[src/design/csr_lite_pkg.sv]
package csr_lite_pkg;

  // Address, data and strobe widths of the write port.
  localparam int ADDR_W = 7;
  localparam int DATA_W = 32;
  localparam int STRB_W = 4;
  localparam int PROT_W = 3;
  localparam int RESP_W = 2;

  // Number of word registers behind the port; a 7-bit byte address covers 32 words.
  localparam int NUM_REGS = 32;

  // Value of every control register after reset.
  localparam logic [31:0] REG_RESET = 32'h0000_0000;

  // Write response codes.
  localparam logic [1:0] RESP_OKAY   = 2'h0;
  localparam logic [1:0] RESP_EXOKAY = 2'h1;
  localparam logic [1:0] RESP_SLVERR = 2'h2;
  localparam logic [1:0] RESP_DECERR = 2'h3;

  // Cycles the master waits between finishing one write and offering the next.
  localparam logic [3:0] MASTER_GAP = 4'h0;

  // Device write states, Gray coded along the usual path.
  typedef enum logic [1:0] {
    DEV_IDLE = 2'b00,
    DEV_RESP = 2'b01
  } dev_state_t;

  // Master write states, Gray coded from idle to send to wait; wait back to idle flips both bits.
  typedef enum logic [1:0] {
    MST_IDLE = 2'b00,
    MST_SEND = 2'b01,
    MST_WAIT = 2'b11
  } mst_state_t;

endpackage

[src/design/csr_write_if.sv]
`timescale 1ns/1ns
interface csr_write_if
  import csr_lite_pkg::*;
();
  logic [ADDR_W-1:0] awaddr;
  logic [PROT_W-1:0] awprot;
  logic              awvalid;
  logic              awready;
  logic [DATA_W-1:0] wdata;
  logic [STRB_W-1:0] wstrb;
  logic              wvalid;
  logic              wready;
  logic [RESP_W-1:0] bresp;
  logic              bvalid;
  logic              bready;

  modport device (
    input  awaddr, awprot, awvalid, wdata, wstrb, wvalid, bready,
    output awready, wready, bresp, bvalid
  );

  modport master (
    output awaddr, awprot, awvalid, wdata, wstrb, wvalid, bready,
    input  awready, wready, bresp, bvalid
  );
endinterface

[src/design/csr_write_slave.sv]
`timescale 1ns/1ns
module csr_write_slave
  import csr_lite_pkg::*;
#(
  parameter int NumRegs = NUM_REGS
) (
  input  wire logic                         ref_clk,
  input  wire logic                         rst_n,
  csr_write_if.device                       bus,
  output logic [NumRegs-1:0][DATA_W-1:0]    regsOut
);

  // Refuse a register count the address cannot reach.
  if (NumRegs < 1 || NumRegs > (1 << (ADDR_W - 2))) begin : g_bad_regs
    $error("NumRegs out of range");
  end

  dev_state_t        state_q;
  dev_state_t        state_d;
  logic              addrHeld_q;
  logic [ADDR_W-1:0] addr_q;
  logic [RESP_W-1:0] resp_q;
  logic [NumRegs-1:0][DATA_W-1:0] regs_q;

  wire               awFire;
  wire               wFire;
  wire               bFire;
  wire [ADDR_W-1:0]  wrAddr;
  wire [ADDR_W-3:0]  wordIdx;
  wire               inRange;
  wire               aligned;
  wire [DATA_W-1:0]  byteMask;

  // Address is taken in idle while no address is held; data once an address is
  // held or arrives in the same cycle; awprot is never looked at.
  assign bus.awready = (state_q == DEV_IDLE) && !addrHeld_q;
  assign bus.wready  = (state_q == DEV_IDLE) && (addrHeld_q || bus.awvalid);
  assign awFire      = bus.awvalid && bus.awready;
  assign wFire       = bus.wvalid && bus.wready;
  assign bFire       = bus.bvalid && bus.bready;
  assign wrAddr      = addrHeld_q ? addr_q : bus.awaddr;
  assign wordIdx     = wrAddr[ADDR_W-1:2];
  assign inRange     = 32'(wordIdx) < 32'(NumRegs);
  assign aligned     = wrAddr[1:0] == 2'h0;

  // Byte enables expand to a bit mask, one generate step per lane.
  for (genvar b = 0; b < STRB_W; b++) begin : g_lane
    assign byteMask[b*8 +: 8] = {8{bus.wstrb[b]}};
  end

  // Response is held until accepted.
  assign bus.bvalid = (state_q == DEV_RESP);
  assign bus.bresp  = resp_q;
  assign regsOut    = regs_q;

  // Next state: one response per address-and-data pair.
  always_comb begin
    state_d = state_q;
    case (state_q)
      DEV_IDLE: begin
        if (wFire) begin
          state_d = DEV_RESP;
        end
      end
      DEV_RESP: begin
        if (bFire) begin
          state_d = DEV_IDLE;
        end
      end
      default: begin
        state_d = DEV_IDLE;
      end
    endcase
  end

  // Handshake state, captured address and response code.
  always_ff @(posedge ref_clk or negedge rst_n) begin
    if (!rst_n) begin
      state_q    <= DEV_IDLE;
      addrHeld_q <= 1'b0;
      addr_q     <= '0;
      resp_q     <= RESP_OKAY;
    end else begin
      state_q <= state_d;
      if (awFire && !wFire) begin
        addrHeld_q <= 1'b1;
        addr_q     <= bus.awaddr;
      end else if (wFire) begin
        addrHeld_q <= 1'b0;
      end
      if (wFire) begin
        resp_q <= (inRange && aligned) ? RESP_OKAY : RESP_DECERR;
      end
    end
  end

  // Register file: strobed bytes merge into the addressed word.
  always_ff @(posedge ref_clk or negedge rst_n) begin
    if (!rst_n) begin
      regs_q <= {NumRegs{REG_RESET}};
    end else if (wFire && inRange && aligned) begin
      regs_q[wordIdx] <=
        (regs_q[wordIdx] & ~byteMask) | (bus.wdata & byteMask);
    end
  end

endmodule

[src/flat_wrapper.sv]
// flat-port wrapper written by rule: the top's interface ports become plain ports
module csr_write_slave_flat import csr_lite_pkg::*;
#(
  parameter int NumRegs = NUM_REGS
)
  (ref_clk, rst_n, regsOut, bus_awaddr, bus_awprot, bus_awvalid, bus_wdata, bus_wstrb, bus_wvalid, bus_bready, bus_awready, bus_wready, bus_bresp, bus_bvalid);
  csr_write_if bus_i ();
  input  wire logic ref_clk;
  input  wire logic rst_n;
  output logic [NumRegs-1:0][DATA_W-1:0] regsOut;
  input wire logic [$bits(bus_i.awaddr)-1:0] bus_awaddr;
  input wire logic [$bits(bus_i.awprot)-1:0] bus_awprot;
  input wire logic [$bits(bus_i.awvalid)-1:0] bus_awvalid;
  input wire logic [$bits(bus_i.wdata)-1:0] bus_wdata;
  input wire logic [$bits(bus_i.wstrb)-1:0] bus_wstrb;
  input wire logic [$bits(bus_i.wvalid)-1:0] bus_wvalid;
  input wire logic [$bits(bus_i.bready)-1:0] bus_bready;
  output wire logic [$bits(bus_i.awready)-1:0] bus_awready;
  output wire logic [$bits(bus_i.wready)-1:0] bus_wready;
  output wire logic [$bits(bus_i.bresp)-1:0] bus_bresp;
  output wire logic [$bits(bus_i.bvalid)-1:0] bus_bvalid;
  assign bus_i.awaddr = bus_awaddr;
  assign bus_i.awprot = bus_awprot;
  assign bus_i.awvalid = bus_awvalid;
  assign bus_i.wdata = bus_wdata;
  assign bus_i.wstrb = bus_wstrb;
  assign bus_i.wvalid = bus_wvalid;
  assign bus_i.bready = bus_bready;
  assign bus_awready = bus_i.awready;
  assign bus_wready = bus_i.wready;
  assign bus_bresp = bus_i.bresp;
  assign bus_bvalid = bus_i.bvalid;
  csr_write_slave #(.NumRegs(NumRegs)) u_core (.ref_clk(ref_clk), .rst_n(rst_n), .bus(bus_i), .regsOut(regsOut));
endmodule
[config.mk]
export PLATFORM = sky130hd
export DESIGN_NAME = csr_write_slave_flat
export DESIGN_NICKNAME = d
export VERILOG_FILES = /design/src/design/csr_lite_pkg.sv /design/src/design/csr_write_if.sv /design/src/design/csr_write_slave.sv /design/src/flat_wrapper.sv
export SDC_FILE = /design/constraint.sdc
export NUM_CORES = 2
export LEC_CHECK = 0
export BUFFER_PORTS_ARGS = -buffer_cell sky130_fd_sc_hd__buf_2
export CORE_AREA = 3 3 416 418
export DETAILED_ROUTE_END_ITERATION = 8
export DIE_AREA = 0 0 419 421
export SYNTH_ARGS = -nofsm -noshare
export SYNTH_HDL_FRONTEND = slang
export SYNTH_SLANG_ARGS = --single-unit
[constraint.sdc]
create_clock -name ref_clk -period 3.57 [get_ports ref_clk]
set_clock_uncertainty 0.15 [all_clocks]
set_input_delay 0.5355 -clock ref_clk [delete_from_list [all_inputs] [get_ports ref_clk]]
set_output_delay 0.5355 -clock ref_clk [all_outputs]
set_load 0.01 [all_outputs]
==> results.py <==
metrics = {
    "run_status": {
        "status": "finished with violations",
        "failed_checks": "setup timing",
    },
    "worst_setup_path": {
        "crit_path_start_kind": "flop",
        "worst_ep_arrival_time_ns": 4.17,
        "required_ns": 4.13,
        "crit_type": "flop to flop",
        "endpoint_kind": "flop",
        "r2r_slack_ns": -0.03,
        "worst-path-max-fanout": 34,
    },
    "sta": {
        "worst_slack_ns": -0.0342,
        "finalCriticalPeriod_ns": 3.60,
        "worstMarginPinSlew_ns": 0.804,
        "relSlewSlack_pct": 46.0,
        "setup_viol": 56,
        "drv_slew": 0,
        "period_share_pct": 101,
        "rsz0062_at_grt": "yes",
        "hold_viol": 0,
        "holdWs_ns": 0.0788,
        "fmax_mhz": 277,
    },
    "run": {
        "drv_cap": 0,
    },
    "power_and_ir_drop": {
        "power-per-cell-area_nw_per_um2": 667,
        "clkPwrFrac_pct": 30.9,
        "peakVddDrop_mv": 0.462,
        "finalPower_mw": 42.8,
        "seq_power_share_pct": 37.0,
        "switchingPower_mw": 16.3,
        "p_sw_share_pct": 38.1,
        "p_int_mw": 26.5,
        "leakage_nw": 31.6,
        "pwr-share-comb_pct": 32.1,
    },
    "worst_hold_path": {
        "min_path_type": "primary input to flop",
    },
    "route": {
        "num_vias": 44317,
        "dr.pass1.iters": 6,
        "drc": 0,
        "wl_per_cell_um": 35.9,
        "ant_nets": 0,
        "drt_iter0_drc": 5418,
        "wl_mm": 280,
        "avgViaCountPerCell": 5.68,
    },
    "logic_synthesis": {
        "synth_edf_count": 0,
        "netlist_instances": 4225,
        "ys_ff_latch": 1034,
        "synth_warnings": 0,
        "synth_top_area_share_pct": 54.6,
        "synthTopCellsByArea": "dfrtp_1 55%, mux2_2 10%, o21ai_0 8.6%",
        "synth_top_area_cell": "dfrtp_1",
        "yosysMostFrequentCell": "dfrtp_1",
        "synth_nets": 4276,
        "synthTopCellsByCount": "1034 x dfrtp_1, 812 x o21ai_0, 644 x nand2_1, 434 x mux2_2, 322 x o21a_1",
        "synth_seq_area_share_pct": 54.6,
        "synth_area_sq_um": 47400,
        "synth.distinct_cells": 65,
        "synth.avg_cell_area_sq_um": 11.2,
        "async_flop_share_pct": 100,
        "synth_ff_type": "dfrtp_1",
    },
    "clock_tree": {
        "clk_pin_slew_ns": 0.06,
        "cts_tree": "built",
        "cts_buffer_depth": 3,
        "cts-root-buf": "clkbuf_16",
        "cts_inserted_buffers": 118,
        "clk_latency_ns": 0.80,
        "htreeDepth": 3,
        "cts_sinks": 1034,
    },
    "die": {
        "io_pins": 1080,
        "die_x_um": 419,
        "dieArea_sq_um": 176000,
        "num_rows": 151,
        "coreArea_sq_um": 169000,
        "die_y_um": 421,
        "start_util_pct": 28.0,
    },
    "finish": {
        "drive_above_1_share_pct": 43.3,
        "nFillCells": 16608,
        "finish.utilization_pct": 37.8,
        "syn_to_final_growth_pct": 35.2,
        "nets": 5519,
    },
    "global_routing": {
        "antenna_found_initial": 30,
        "grt_pass1_vias": 41348,
        "overflow": 0,
        "grt_pass1_wl_mm": 371,
        "track_usage_pct": 30.3,
        "grt_max_degree": 106,
    },
    "placed_design": {
        "gp_congestion": 0.969,
        "dpl.hpwl_mm": 211,
        "port-buffer-count": 1076,
        "pre_cts_slack_ns": -0.550,
    },
}
==> cell usage in the layout (no fill, tap or decap), types with 8 or more instances in the layout <==
| cell | n |
|---|---|
| o22ai_1 | 8 |
| nor2_1 | 11 |
| o22a_1 | 8 |
| mux4_2 | 85 |
| nor2_2 | 21 |
| a2111oi_2 | 18 |
| o211ai_1 | 17 |
| nand4_1 | 9 |
| buf_4 | 335 |
| mux2_2 | 434 |
| mux2i_1 | 23 |
| buf_12 | 111 |
| clkinv_2 | 20 |
| a2111o_1 | 35 |
| o21ai_0 | 807 |
| dfrtp_1 | 1033 |
| inv_1 | 22 |
| clkbuf_1 | 18 |
| dlygate4sd3_1 | 8 |
| a211oi_1 | 8 |
| a2111oi_0 | 24 |
| buf_2 | 1075 |
| o21a_1 | 322 |
| a221o_1 | 16 |
| clkbuf_16 | 126 |
| clkbuf_8 | 32 |
| a21oi_1 | 17 |
| o32ai_4 | 19 |
| a41oi_1 | 42 |
| bufinv_16 | 14 |
| a2111oi_1 | 15 |
| nand2b_1 | 17 |
| nand2_2 | 8 |
| diode_2 | 19 |
| a22oi_1 | 12 |
| nand2_1 | 636 |
| mux2_4 | 22 |
==> worst max-delay path, cell delays in order (launching register included) <==
cell	delay [ns]
dfrtp_2	0.46
buf_4	0.21
nor3b_2	0.33
buf_4	0.54
o21ai_0	0.20
a41oi_1	0.29
buf_4	0.22
a2111oi_2	0.05
buf_4	0.18
a32oi_4	0.39
buf_6	0.27
mux2_2	0.18
==> worst paths after layout <==
path                                  endpoint  depth (start not counted)           startpoint
max                        u_core.regsOut[915]                         11    u_core.addrHeld_q
min                           u_core.addr_q[4]                          3        bus_awaddr[4]
max reg2reg                u_core.regsOut[915]                         11    u_core.addrHeld_q
min reg2reg                u_core.regsOut[632]                          2  u_core.regsOut[632]
max in group asynchronous  u_core.regsOut[533]                          3                rst_n
min in group asynchronous  u_core.regsOut[339]                          2                rst_n
==> flip-flops by register name, summed over array words and instances (netlist names) <==
signal / cells
u_core.regsOut: 1024
u_core.addr_q: 7
u_core.addrHeld_q: 1
u_core.bus.bresp: 1
u_core.state_q: 1
==> kinds of logic after synthesis <==
| family | after synthesis | share of synthesized area, % |
|---|---|---|
| mux | 566 | 15.6 |
| flops | 1034 | 54.6 |
| buf+inv | 447 | 4.15 |
| simple gates | 736 | 6.37 |
| compound gates | 1442 | 19.3 |
==> power groups by stage <==
stage          registers [mW]  logic [mW]  clock network [mW]
4_1_cts                  15.7        13.2                13.4
3_3_place_gp             15.8        13.0                   0
3_5_place_dp             15.9        13.1                   0
2_1_floorplan            16.1        4.50                   0
6_report                 15.8        13.7                13.2
5_1_grt                  16.0        14.2                13.8
==> metrics by stage <==
stage               TNS (ns)  std cells  cell area, sq um
global placement     -128.07       7536             59100
CTS                        0       7764             63500
detailed placement    -90.58       7537             59100
finish                -0.648       7802             64100
global route           -1.59       7796             64100
floorplan                  0       4225             47400
==> final cells by class <==
class	count	area, sq um	area share, %
Clock buffer	168	3460	5.40
Clock inverter	49	729	1.14
Inverter	22	82.6	0.129
Timing Repair Buffer	1548	10600	16.5
Multi-Input combinational cell	2744	20500	32.1
Tap cell	2218	2780	4.33
Sequential cell	1034	25900	40.4
Antenna cell	19	47.5	0.0742
==> routing by layer <==
| layer | track usage, % | vias to the layer above | part of all wire (%) | wire (um) |
|---|---|---|---|---|
| li1 | - | 17814 | - | - |
| met5 | 0 | - | 0.0096 | 27 |
| met2 | 45.2 | 2884 | 43 | 121000 |
| met4 | 16.7 | 4 | 6.9 | 19300 |
| met1 | 38.4 | 22975 | 38 | 107000 |
| met3 | 10.1 | 640 | 12 | 33200 |
==> repair_timing <==
item	in CTS	in global routing
hold buffers	8	0
endpoints found under the setup margin	595	601
gates resized for setup	36	49
hold endpoints to repair	30	0
pin swaps	2	13
setup buffers	2	8
gates cloned	0	11
Note: power is estimated with default switching activity, not from simulation.
